**config.mk**
```make
export PLATFORM = sky130hd
export DESIGN_NAME = seewp_top
export DESIGN_NICKNAME = d
export VERILOG_FILES = /design/src/hdl/seewp_pkg.sv /design/src/hdl/seewp_buf.sv /design/src/hdl/seewp_top.sv
export SDC_FILE = /design/constraint.sdc
export NUM_CORES = 1
export LEC_CHECK = 0
export BUFFER_PORTS_ARGS = -buffer_cell sky130_fd_sc_hd__buf_2
export CAP_MARGIN = 20
export CORE_MARGIN = 4
export CORE_UTILIZATION = 55
export DETAILED_ROUTE_END_ITERATION = 10
export MAX_ROUTING_LAYER = met4
export PLACE_DENSITY_LB_ADDON = 0.1
export SLEW_MARGIN = 20
export SYNTH_ARGS = -nofsm -noshare
export SYNTH_HDL_FRONTEND = slang
export SYNTH_HIERARCHICAL = 1
export SYNTH_SLANG_ARGS = --single-unit
```
**constraint.sdc**
```tcl
create_clock -name clk -period 2.68 [get_ports clk]
set_clock_uncertainty 0.15 [all_clocks]
set_input_delay 0 -clock clk [delete_from_list [all_inputs] [get_ports clk]]
set_output_delay 0 -clock clk [all_outputs]
set_load 0.02 [all_outputs]
```
**src/hdl/seewp_pkg.sv**
```systemverilog
// Constants and types shared by the serial EEPROM write path.
package seewp_pkg;

  // ----------------------------------------------------------------
  // Timing
  // ----------------------------------------------------------------
  localparam int unsigned CLK_PERIOD_NS = 8;
  localparam int unsigned WRITE_CYCLE_NS = 1000000;
  // A longest time, so the cycle count rounds down.
  localparam int unsigned WRITE_CYCLE_CYC = WRITE_CYCLE_NS / CLK_PERIOD_NS;

  // ----------------------------------------------------------------
  // Addressing
  // ----------------------------------------------------------------
  localparam int unsigned ADDR_W = 10;
  localparam int unsigned PAGE_BYTES = 16;
  localparam logic [3:0] TYPE_ARRAY = 4'ha;
  localparam logic [3:0] TYPE_CONFIG = 4'hb;
  localparam logic [1:0] CONFIG_SELECT = 2'h3;
  localparam logic [4:0] ONE_BYTE = 5'h01;
  localparam logic [4:0] COUNT_MAX = 5'h1f;

  // ----------------------------------------------------------------
  // Protection configuration register layout
  // ----------------------------------------------------------------
  localparam int unsigned CFG_LOCK_BIT = 0;
  localparam int unsigned CFG_BLK_LSB = 1;
  localparam int unsigned CFG_EN_BIT = 3;
  localparam logic [7:0] CFG_RESET = 8'h00;
  localparam logic [3:0] CFG_UNLOCK_NIB = 4'h4;
  localparam logic [3:0] CFG_LOCK_NIB = 4'h6;
  localparam logic [7:0] IDLE_READ_BYTE = 8'hff;

  // ----------------------------------------------------------------
  // Types
  // ----------------------------------------------------------------
  typedef enum logic [2:0] {
    ST_IDLE,
    ST_RX,
    ST_ACK,
    ST_TX,
    ST_TXACK,
    ST_PROG
  } seewp_state_type;

  typedef enum logic [1:0] {
    KIND_DEV,
    KIND_WORD,
    KIND_DATA
  } seewp_kind_type;

endpackage

```
**src/hdl/seewp_buf.sv**
```systemverilog
// Two-entry skid buffer with valid and ready on both sides.
module seewp_buf #(
  parameter int unsigned WIDTH = 18
) (
  // Clock and reset
  input wire logic clk,
  input wire logic rst,
  // Filling side
  input wire logic in_valid,
  output logic in_ready,
  input wire logic [WIDTH-1:0] in_data,
  // Draining side
  output logic out_valid,
  input wire logic out_ready,
  output logic [WIDTH-1:0] out_data
);

  logic out_valid_r, out_valid_nxt;
  logic [WIDTH-1:0] out_data_r, out_data_nxt;
  logic skid_valid_r, skid_valid_nxt;
  logic [WIDTH-1:0] skid_data_r, skid_data_nxt;
  logic in_ready_r, in_ready_nxt;

  // Ready is registered, so the second entry takes the word that was
  // already in flight when the drain side stalled.
  always_comb begin
    out_valid_nxt = out_valid_r;
    out_data_nxt = out_data_r;
    skid_valid_nxt = skid_valid_r;
    skid_data_nxt = skid_data_r;
    if (out_valid_r && out_ready) begin
      out_valid_nxt = 1'b0;
    end
    if (!out_valid_nxt && skid_valid_nxt) begin
      out_valid_nxt = 1'b1;
      out_data_nxt = skid_data_nxt;
      skid_valid_nxt = 1'b0;
    end
    if (in_valid && in_ready_r) begin
      if (!out_valid_nxt) begin
        out_valid_nxt = 1'b1;
        out_data_nxt = in_data;
      end else begin
        skid_valid_nxt = 1'b1;
        skid_data_nxt = in_data;
      end
    end
    in_ready_nxt = !skid_valid_nxt;
  end

  always_ff @(posedge clk) begin
    if (rst) begin
      out_valid_r <= 1'b0;
      skid_valid_r <= 1'b0;
      in_ready_r <= 1'b1;
    end else begin
      out_valid_r <= out_valid_nxt;
      skid_valid_r <= skid_valid_nxt;
      in_ready_r <= in_ready_nxt;
    end
    out_data_r <= out_data_nxt;
    skid_data_r <= skid_data_nxt;
  end

  assign in_ready = in_ready_r;
  assign out_valid = out_valid_r;
  assign out_data = out_data_r;

endmodule

```
**src/hdl/seewp_top.sv**
```systemverilog
// Two-wire serial EEPROM client: write path, write cycle and protection.
module seewp_top
  import seewp_pkg::*;
#(
  parameter bit IS_8K = 1'b0,
  // Client address strap; the value is arbitrary.
  parameter logic [1:0] HW_ADDR = 2'h0,
  parameter int unsigned TWR_CYCLES = WRITE_CYCLE_CYC
) (
  // Clock and reset
  input wire logic clk,
  input wire logic rst,
  // Two-wire bus
  input wire logic scl_in,
  input wire logic sda_in,
  output logic sda_out,
  output logic sda_oe,
  // Hardware protect pin
  input wire logic protect_pin,
  // Array programming port
  output logic array_wr_valid,
  input wire logic array_wr_ready,
  output logic [ADDR_W-1:0] array_wr_addr,
  output logic [7:0] array_wr_data,
  // Status
  output logic write_busy,
  output logic [7:0] protection_config_register,
  output logic soft_protect_enable,
  output logic [1:0] protected_block_select
);

  // ----------------------------------------------------------------
  // Pin synchronisers
  // ----------------------------------------------------------------
  logic scl_m_r, scl_s_r, scl_p_r;
  logic sda_m_r, sda_s_r, sda_p_r;
  logic prot_m_r, prot_s_r;

  always_ff @(posedge clk) begin
    if (rst) begin
      scl_m_r <= 1'b1;
      scl_s_r <= 1'b1;
      scl_p_r <= 1'b1;
      sda_m_r <= 1'b1;
      sda_s_r <= 1'b1;
      sda_p_r <= 1'b1;
      prot_m_r <= 1'b0;
      prot_s_r <= 1'b0;
    end else begin
      scl_m_r <= scl_in;
      scl_s_r <= scl_m_r;
      scl_p_r <= scl_s_r;
      sda_m_r <= sda_in;
      sda_s_r <= sda_m_r;
      sda_p_r <= sda_s_r;
      prot_m_r <= protect_pin;
      prot_s_r <= prot_m_r;
    end
  end

  logic scl_rise, scl_fall, start_det, stop_det;

  assign scl_rise = scl_s_r && !scl_p_r;
  assign scl_fall = !scl_s_r && scl_p_r;
  assign start_det = scl_s_r && scl_p_r && sda_p_r && !sda_s_r;
  assign stop_det = scl_s_r && scl_p_r && !sda_p_r && sda_s_r;

  // ----------------------------------------------------------------
  // Protocol state
  // ----------------------------------------------------------------
  seewp_state_type state_r, state_nxt;
  seewp_kind_type kind_r, kind_nxt;
  logic [3:0] bit_cnt_r, bit_cnt_nxt;
  logic [7:0] shift_r, shift_nxt;
  logic sda_oe_r, sda_oe_nxt;
  logic sda_out_r;
  logic is_read_r, is_read_nxt;
  logic is_cfg_r, is_cfg_nxt;
  logic cfg_sel_r, cfg_sel_nxt;
  logic have_data_r, have_data_nxt;
  logic [ADDR_W-1:0] addr_r, addr_nxt;
  logic [4:0] byte_cnt_r, byte_cnt_nxt;
  logic [7:0] cfg_data_r, cfg_data_nxt;
  logic [7:0] page_r [PAGE_BYTES];
  logic [7:0] page_nxt [PAGE_BYTES];
  logic [PAGE_BYTES-1:0] page_vld_r, page_vld_nxt;
  logic [7:0] cfg_r, cfg_nxt;
  logic [31:0] timer_r, timer_nxt;
  logic [4:0] idx_r, idx_nxt;
  logic busy_r;

  logic buf_in_valid, buf_in_ready;
  logic [1:0] row_top;
  logic soft_hit, dev_match, cfg_pattern_ok;
  logic [7:0] tx_byte;

  // Configured protection against the two highest bits of the row.
  // Block coverage decode
  always_comb begin
    row_top = IS_8K ? addr_r[9:8] : addr_r[8:7];
    soft_hit = 1'b0;
    if (cfg_r[CFG_EN_BIT]) begin
      case (cfg_r[CFG_BLK_LSB +: 2])
        2'b00: soft_hit = (row_top == 2'b11);
        2'b01: soft_hit = row_top[1];
        2'b10: soft_hit = (row_top != 2'b00);
        default: soft_hit = 1'b1;
      endcase
    end
  end

  assign dev_match = ((shift_r[7:4] == TYPE_ARRAY) || (shift_r[7:4] == TYPE_CONFIG)) &&
                     (IS_8K ? (shift_r[3] == HW_ADDR[1]) : (shift_r[3:2] == HW_ADDR));
  // A lock request must carry the matching guard nibble.
  assign cfg_pattern_ok = cfg_data_r[7:4] ==
                          (cfg_data_r[CFG_LOCK_BIT] ? CFG_LOCK_NIB : CFG_UNLOCK_NIB);
  assign tx_byte = (is_cfg_r && cfg_sel_r) ? cfg_r : IDLE_READ_BYTE;

  always_comb begin
    state_nxt = state_r;
    kind_nxt = kind_r;
    bit_cnt_nxt = bit_cnt_r;
    shift_nxt = shift_r;
    sda_oe_nxt = sda_oe_r;
    is_read_nxt = is_read_r;
    is_cfg_nxt = is_cfg_r;
    cfg_sel_nxt = cfg_sel_r;
    have_data_nxt = have_data_r;
    addr_nxt = addr_r;
    byte_cnt_nxt = byte_cnt_r;
    cfg_data_nxt = cfg_data_r;
    page_nxt = page_r;
    page_vld_nxt = page_vld_r;
    cfg_nxt = cfg_r;
    timer_nxt = timer_r;
    idx_nxt = idx_r;
    buf_in_valid = 1'b0;
    if (state_r == ST_PROG) begin
      sda_oe_nxt = 1'b0;
      if (timer_r != 32'h0) begin
        timer_nxt = timer_r - 32'h1;
      end
      if (!idx_r[4]) begin
        buf_in_valid = page_vld_r[idx_r[3:0]];
        if (!page_vld_r[idx_r[3:0]] || buf_in_ready) begin
          idx_nxt = idx_r + 5'h01;
        end
      end
      // Ready again once time is up and all bytes are handed over
      if (timer_r == 32'h0 && idx_r[4] && !array_wr_valid && buf_in_ready) begin
        state_nxt = ST_IDLE;
      end
    end else if (start_det) begin
      state_nxt = ST_RX;
      kind_nxt = KIND_DEV;
      bit_cnt_nxt = 4'h0;
      sda_oe_nxt = 1'b0;
      have_data_nxt = 1'b0;
    end else if (stop_det) begin
      state_nxt = ST_IDLE;
      sda_oe_nxt = 1'b0;
      have_data_nxt = 1'b0;
      // Stop after data starts the timed cycle
      if (have_data_r && !is_read_r) begin
        if (is_cfg_r) begin
          // Single-byte, unlocked, well-guarded register writes only
          if (cfg_sel_r && byte_cnt_r == ONE_BYTE && !cfg_r[CFG_LOCK_BIT] &&
              cfg_pattern_ok) begin
            cfg_nxt = {4'h0, cfg_data_r[3:0]};
            state_nxt = ST_PROG;
            timer_nxt = TWR_CYCLES;
            idx_nxt = 5'h10;
          end
        // Pin high protects the whole array
        end else if (!prot_s_r && !soft_hit) begin
          state_nxt = ST_PROG;
          timer_nxt = TWR_CYCLES;
          idx_nxt = 5'h00;
        end
      end
    end else begin
      case (state_r)
        ST_RX: begin
          if (scl_rise && bit_cnt_r != 4'h8) begin
            shift_nxt = {shift_r[6:0], sda_s_r};
            bit_cnt_nxt = bit_cnt_r + 4'h1;
          end else if (scl_fall && bit_cnt_r == 4'h8) begin
            state_nxt = ST_ACK;
            sda_oe_nxt = 1'b1;
            case (kind_r)
              KIND_DEV: begin
                // A mismatched address gets no ack
                if (!dev_match) begin
                  state_nxt = ST_IDLE;
                  sda_oe_nxt = 1'b0;
                end
                is_read_nxt = shift_r[0];
                is_cfg_nxt = (shift_r[7:4] == TYPE_CONFIG);
                if (!shift_r[0]) begin
                  // High address bits from the device byte
                  addr_nxt[9] = IS_8K ? shift_r[2] : 1'b0;
                  addr_nxt[8] = shift_r[1];
                end
                kind_nxt = KIND_WORD;
              end
              KIND_WORD: begin
                addr_nxt[7:0] = shift_r;
                cfg_sel_nxt = is_cfg_r && (shift_r[7:6] == CONFIG_SELECT);
                byte_cnt_nxt = 5'h00;
                page_vld_nxt = '0;
                kind_nxt = KIND_DATA;
              end
              default: begin
                // Bytes land in the one-row page buffer
                page_nxt[addr_r[3:0]] = shift_r;
                page_vld_nxt[addr_r[3:0]] = 1'b1;
                // Carry is dropped, so the page wraps
                addr_nxt[3:0] = addr_r[3:0] + 4'h1;
                if (byte_cnt_r == 5'h00) begin
                  cfg_data_nxt = shift_r;
                end
                if (byte_cnt_r != COUNT_MAX) begin
                  byte_cnt_nxt = byte_cnt_r + 5'h01;
                end
                have_data_nxt = 1'b1;
              end
            endcase
          end
        end
        ST_ACK: begin
          if (scl_fall) begin
            bit_cnt_nxt = 4'h0;
            if (is_read_r && kind_r == KIND_WORD) begin
              state_nxt = ST_TX;
              shift_nxt = tx_byte;
              sda_oe_nxt = !tx_byte[7];
            end else begin
              state_nxt = ST_RX;
              sda_oe_nxt = 1'b0;
            end
          end
        end
        ST_TX: begin
          if (scl_fall) begin
            if (bit_cnt_r == 4'h7) begin
              state_nxt = ST_TXACK;
              sda_oe_nxt = 1'b0;
            end else begin
              shift_nxt = {shift_r[6:0], 1'b1};
              sda_oe_nxt = !shift_r[6];
              bit_cnt_nxt = bit_cnt_r + 4'h1;
            end
          end
        end
        ST_TXACK: begin
          // The host's answer is kept in bit 0 until the falling edge.
          if (scl_rise) begin
            shift_nxt[0] = sda_s_r;
          end else if (scl_fall) begin
            bit_cnt_nxt = 4'h0;
            if (!shift_r[0]) begin
              state_nxt = ST_TX;
              shift_nxt = tx_byte;
              sda_oe_nxt = !tx_byte[7];
            end else begin
              state_nxt = ST_IDLE;
            end
          end
        end
        default: begin
        end
      endcase
    end
  end

  always_ff @(posedge clk) begin
    if (rst) begin
      state_r <= ST_IDLE;
      kind_r <= KIND_DEV;
      bit_cnt_r <= 4'h0;
      shift_r <= 8'h00;
      sda_oe_r <= 1'b0;
      sda_out_r <= 1'b0;
      is_read_r <= 1'b0;
      is_cfg_r <= 1'b0;
      cfg_sel_r <= 1'b0;
      have_data_r <= 1'b0;
      addr_r <= '0;
      byte_cnt_r <= 5'h00;
      cfg_data_r <= 8'h00;
      page_vld_r <= '0;
      cfg_r <= CFG_RESET;
      timer_r <= 32'h0;
      idx_r <= 5'h10;
      busy_r <= 1'b0;
    end else begin
      state_r <= state_nxt;
      kind_r <= kind_nxt;
      bit_cnt_r <= bit_cnt_nxt;
      shift_r <= shift_nxt;
      sda_oe_r <= sda_oe_nxt;
      sda_out_r <= 1'b0;
      is_read_r <= is_read_nxt;
      is_cfg_r <= is_cfg_nxt;
      cfg_sel_r <= cfg_sel_nxt;
      have_data_r <= have_data_nxt;
      addr_r <= addr_nxt;
      byte_cnt_r <= byte_cnt_nxt;
      cfg_data_r <= cfg_data_nxt;
      page_vld_r <= page_vld_nxt;
      cfg_r <= cfg_nxt;
      timer_r <= timer_nxt;
      idx_r <= idx_nxt;
      busy_r <= (state_nxt == ST_PROG);
    end
    page_r <= page_nxt;
  end

  // ----------------------------------------------------------------
  // Programming buffer
  // ----------------------------------------------------------------
  // A stall on the array port holds the write cycle open rather than
  // dropping bytes, so the cycle can outlast the nominal time.
  seewp_buf #(
    .WIDTH(ADDR_W + 8)
  ) u_buf (
    .clk(clk),
    .rst(rst),
    .in_valid(buf_in_valid),
    .in_ready(buf_in_ready),
    .in_data({addr_r[9:4], idx_r[3:0], page_r[idx_r[3:0]]}),
    .out_valid(array_wr_valid),
    .out_ready(array_wr_ready),
    .out_data({array_wr_addr, array_wr_data})
  );

  assign sda_out = sda_out_r;
  assign sda_oe = sda_oe_r;
  assign write_busy = busy_r;
  assign protection_config_register = cfg_r;
  assign soft_protect_enable = cfg_r[CFG_EN_BIT];
  assign protected_block_select = cfg_r[CFG_BLK_LSB +: 2];

endmodule

```
==> impl_metrics.ini, run 1 <==
[status]
status = finished clean

[cells_and_area]
utilization = 0.6525
final-instance-count-excl-fill = 1328
diodes = 0
nFillCells = 1592
layout-drive-gt1-share = 0.2308
area_delta_synth_final_pct = 15.45
final_nets = 1056

[drt]
vias_per_cell = 5.840
wl_per_cell_um = 19.09
drt-initial-drc-count = 608
wirelength_um = 25350
vias = 7756
first_pass_iters = 5
drc = 0
ant_nets = 0

[logic_synthesis]
netlist_instances = 952
syn_area_per_cell_um2 = 12.60
synth_edf_count = 146
ys.flop_type = edfxtp_1
yosysWarnings = 6
ys_async_sr_fraction = 0
syn_area_um2 = 11990
synth-seq-cells = 277
synth.yosys.seq_area_share = 0.5842
synthDistinctLibCells = 82

[sta]
maxSlewViolCount = 0
worst_pin_slew_ps = 847.6
fin_crit_sh = 0.9419
final.setup.tns_ps = 0
rsz0062_at_grt = no
post-route-min-period_ps = 2524
hold_viol = 0
fmax_mhz = 396.1
setup_viol = 0
slew_headroom = 0.4341

[setup_path]
crit_path_start_kind = flip-flop
critPathKind = flip-flop to flip-flop
worstPathMaxFanout = 9
rrSetupSlack_ps = 160
critPathCaptureType = flip-flop
crit_required_ps = 3010
arrival_ps = 2850

[grt]
overflow = 0
grt_pass1_wl_um = 41300
grt_max_degree = 31
grt_usage = 0.2199
antenna_found_initial = 0
grt_pass1_vias = 7560

[place]
gp_congestion = 0.8657
placed_cells_incl_taps = 1272
portBuffers = 33
hpwl_um = 17020

[cts]
clk_latency_ps = 550
cts_tree = done
htree_levels = 1
clk_pin_slew_ps = 60
cts_root_buf = clkbuf_16
clockBufferDepth = 3
numCtsBuffers = 29
clock-sinks = 277
cts_setup_buffers = 0

[hold_path]
hp-class = input port to flip-flop

[pwr]
ir_worst_vdd_mv = 0.4789
power_leakage_nw = 5.051
powerDensity_nw_per_um2 = 641.2

[die]
core_area_um2 = 21220
design.die.area_um2 = 24230
initial_core_util = 0.5652
die_w_um = 155.7
ioPinCount = 39
rows = 53
die_h_um = 155.7

[job]
drv_cap = 0
[power by group]
group / internal, mW / switching [mW]
registers: 4.45 / 0.0176
logic: 0.0763 / 0.112
clock network: 2.64 / 1.58
total: 7.17 / 1.71
[layout by cell type, fill, tap and decap left out, types with 13 or more instances in the layout]
master,instances
edfxtp_1,146
dfxtp_1,128
nor2_1,104
buf_4,65
a21oi_1,46
nand2_1,43
mux4_2,43
buf_2,33
nor3_1,31
mux2i_1,29
clkbuf_16,29
inv_1,22
xnor2_1,19
o21ai_0,17
ha_1,16
nand2b_1,14
nand3_1,14
nor2b_1,13
[final timing paths]
check | from | endpoint | cells after the start
worst max-delay path | timer_r[18]$_SDFFE_PP0P_ | timer_r[27]$_SDFFE_PP0P_ | 6
worst min register to register | scl_m_r$_SDFF_PP1_ | scl_s_r$_SDFF_PP1_ | 1
worst min-delay path | scl_in | scl_m_r$_SDFF_PP1_ | 3
worst max register to register | timer_r[18]$_SDFFE_PP0P_ | timer_r[27]$_SDFFE_PP0P_ | 6
[final cells by class]
cell class	instances	area, µm²	area share
Sequential cell	277	7010	0.5063
Multi-Input combinational cell	596	4619	0.3336
Clock buffer	37	785.8	0.05675
Timing Repair Buffer	107	773.2	0.05584
Tap cell	275	344.1	0.02485
Clock inverter	13	227.7	0.01645
Inverter	23	86.33	0.006235
[sequential cells by signal, summed over array words and instances, names as in the netlist, 2 cells and up]
signal,count
page_vld_r,16
idx_r,5
u_buf/out_data,18
page_r,128
timer_r,32
kind_r,2
cfg_data_r,8
state_r,3
bit_cnt_r,4
protection_config_register,4
u_buf/skid_data_r,18
addr_r,9
byte_cnt_r,5
shift_r,8
[synth_stat cells (all sizes together), types with 8 or more instances]
master   instances  area, µm²
nand2           43      161.4
mux4            43      968.4
o21ai           18      90.08
nand4            8      50.05
nor2b           14      87.58
or2             11      68.82
mux2i           29      290.3
xnor2           19      166.4
nand3           14      70.07
nand2b          14      87.58
inv             23      86.33
nor4            12      81.33
and3             9      57.56
a211oi          10      75.07
buf             26      177.7
ha              16      200.2
o22ai           21      193.9
edfxtp         146       4384
dfxtp          131       2623
nor3            34      181.4
a2bb2oi         17      211.5
clkbuf          35      141.4
and2             8      50.05
nor2           105      401.6
o31ai            9      81.33
a31oi           12      75.07
a21oi           47      239.0
[critical path, stage by stage (launching register included)]
cell and delay, ps:
dfxtp_1 360, or4_4 570, or3_1 450, o31ai_4 460, nor3_4 150, a211o_1 280, nand2_1 70
[cell families after synthesis]
group / Yosys count / share of synthesized area
buffers and inverters: 85 / 0.03463
AND/OR/NAND/NOR: 306 / 0.1341
XOR/XNOR: 23 / 0.01680
adder cells (fa/ha/maj): 16 / 0.01669
other: 1 / 0.0003127
multiplexers: 75 / 0.1078
flip-flops: 277 / 0.5842
AO/OA/AOI/OAI: 169 / 0.1056
[per-stage QoR]
step           cell area [µm²]  setup slack, ps  total power, mW  hold slack [ps]
2_1_floorplan            12030           -4.046            4.692           -80.93
3_3_place_gp             12760            162.8            4.743            32.61
3_5_place_dp             12760            107.8            4.744            35.41
4_1_cts                  13830            102.2            8.968            1.302
5_1_grt                  13850            14.75            9.186            43.84
6_report                 13850            155.6            8.879            27.52
[what timing repair did]
item | CTS | global route
hold buffers | 6 | 0
setup endpoints to repair | 0 | 39
endpoints found under the hold margin | 77 | 0
resized for setup | 0 | 4
[metal layers]
| metal | share of wire | global-route usage | routed length [µm] | up-vias |
|---|---|---|---|---|
| met3 | 0.055 | 0.03051 | 1402 | 34 |
| met4 | 0.015 | 0.04502 | 371 | 0 |
| met1 | 0.48 | 0.3244 | 12150 | 3794 |
| met5 | 0 | - | 0 | - |
| li1 | - | - | - | 3725 |
| met2 | 0.45 | 0.3313 | 11420 | 203 |
Note: power is estimated with default switching activity, not from simulation.
==> run 2: changes to the inputs <==
clock period = 2.6 ns   (was 2.68 ns; I/O delays follow)
==> impl_metrics.ini, run 2 (synthesis results as in run 1) <==
[status]
status = finished clean

[drt]
ant_nets = 0
wirelength_um = 25280
drc = 0
drt-initial-drc-count = 544
vias = 7789
wl_per_cell_um = 18.82
first_pass_iters = 5
vias_per_cell = 5.800

[cells_and_area]
largest_reg_flops = 128
final_area_um2 = 13900
diodes = 0
final_common_cell = edfxtp_1
area_delta_synth_final_pct = 15.86
utilization = 0.6548
final-instance-count-excl-fill = 1343
reg_top3 = page_r x128, timer_r x32
layout-drive-gt1-share = 0.2397
final_nets = 1067
most-common-layout-cells = 146 x edfxtp_1, 127 x dfxtp_1, 104 x nor2_1
regMostFlops = page_r
nFillCells = 1622

[setup_path]
rrSetupSlack_ps = 160
cp_num_buf_inv = 2
arrival_ps = 2580
worstPathMaxFanout = 18
slowest_delay_ps = 530
critical-path-top-delay-family = multiplexers
cp_slowest_cell = mux4_2
critPathCaptureType = flip-flop
crit_path_start_kind = flip-flop
crit_chain = mux4_2 -> mux2_2 -> a21oi_2 -> nor3_4 -> nand2_1 -> a21o_1 -> clkinvlp_4 -> buf_12
crit_required_ps = 2740
critPathKind = flip-flop to flip-flop

[die]
die_h_um = 155.7
design.die.area_um2 = 24230
ioPinCount = 39
rows = 53
initial_core_util = 0.5652
die_w_um = 155.7
core_area_um2 = 21220

[place]
hpwl_um = 17320
gp_congestion = 0.8967
postPlaceCellArea_um2 = 12860
placed_cells_incl_taps = 1282
portBuffers = 33

[pwr]
ir_worst_vdd_mv = 0.4173
powerDensity_nw_per_um2 = 632.1
power_leakage_nw = 5.046

[grt]
grt_pass1_wl_um = 41280
overflow = 0
grt_max_degree = 39
antenna_found_initial = 0
grt_pass1_vias = 7666
grt_usage = 0.2186

[cts]
clock-sinks = 277
htree_levels = 1
numCtsBuffers = 29
clk_latency_ps = 530
cts_root_buf = clkbuf_16
clk_pin_slew_ps = 60
cts_tree = done
clockBufferDepth = 3

[sta]
fmax_mhz = 410.3
worst_pin_slew_ps = 726.0
hold_ws_ps = 32.74
final.setup.tns_ps = 0
maxSlewViolCount = 0
setup_viol = 0
rsz0062_at_grt = no
fin_crit_sh = 0.9374
post-route-min-period_ps = 2437
hold_viol = 0
slew_headroom = 0.5154

[job]
drv_cap = 0

[hold_path]
hp-class = input port to flip-flop
## run 2: cell count changes in the layout (fill, tap and decap cells not counted), moves of 2 or more
cell,delta
clkbuf_8,-3
bufinv_16,-3
clkinv_1,+5
clkinvlp_4,+3
clkbuf_1,+2
buf_12,+3
buf_4,+8
## run 2: metrics by stage
step                      total power, mW  worst slack (ps)
after CTS                           8.860             48.56
after global placement              4.888             111.4
after detailed placement            4.889             73.59
final                               8.784             162.8
after floorplan                     4.836            -84.05
after global routing                9.077             29.15
## run 2: per-layer routing
metal | vias up | GRT usage | routed length, µm
met5 | - | - | 0
met4 | 0 | 0.04752 | 420
met3 | 36 | 0.02441 | 1290
met2 | 200 | 0.3326 | 11620
met1 | 3807 | 0.3225 | 11950
li1 | 3746 | - | -
## run 2: final timing paths
| kind | start | end | cells past startpoint |
|---|---|---|---|
| worst max-delay path | idx_r[2]$_SDFFE_PP0P_ | u_buf/skid_data_r[1]$_DFFE_PP_ | 8 |
| worst min-delay path | sda_in | sda_m_r$_SDFF_PP1_ | 3 |
| worst max register to register | idx_r[2]$_SDFFE_PP0P_ | u_buf/skid_data_r[1]$_DFFE_PP_ | 8 |
| worst min register to register | sda_m_r$_SDFF_PP1_ | sda_s_r$_SDFF_PP1_ | 1 |
## run 2: worst min-delay path: cells and delay by family
| family | cells | cell delay (ps) |
|---|---|---|
| simple gates | 1 | 80 |
| buf+inv | 2 | 600 |
## run 2: cell type report
type                       instances  area, µm²  share of cell area
clock buffer                      36      752.0             0.05411
clock inverter                    18      168.9             0.01216
inverter                          23      90.09            0.006483
multi-input combinational        596       4636              0.3336
sequential                       277       7012              0.5046
tap                              275      344.1             0.02476
timing repair buffer             118      893.4             0.06429
## run 2: repair_timing
action                                  in CTS  in global routing
hold buffers                                 6                  0
gates resized for setup                      0                  9
endpoints found under the setup margin       0                 62
setup buffers                                0                  1
endpoints found under the hold margin       60                  0
## run 2: power by group
group | switching, mW | leakage (nW) | internal, mW
Sequential | 0.0182 | 2.41 | 4.59
Combinational | 0.114 | 2.19 | 0.0778
Clock | 1.64 | 0.444 | 2.35
Total | 1.77 | 5.05 | 7.01
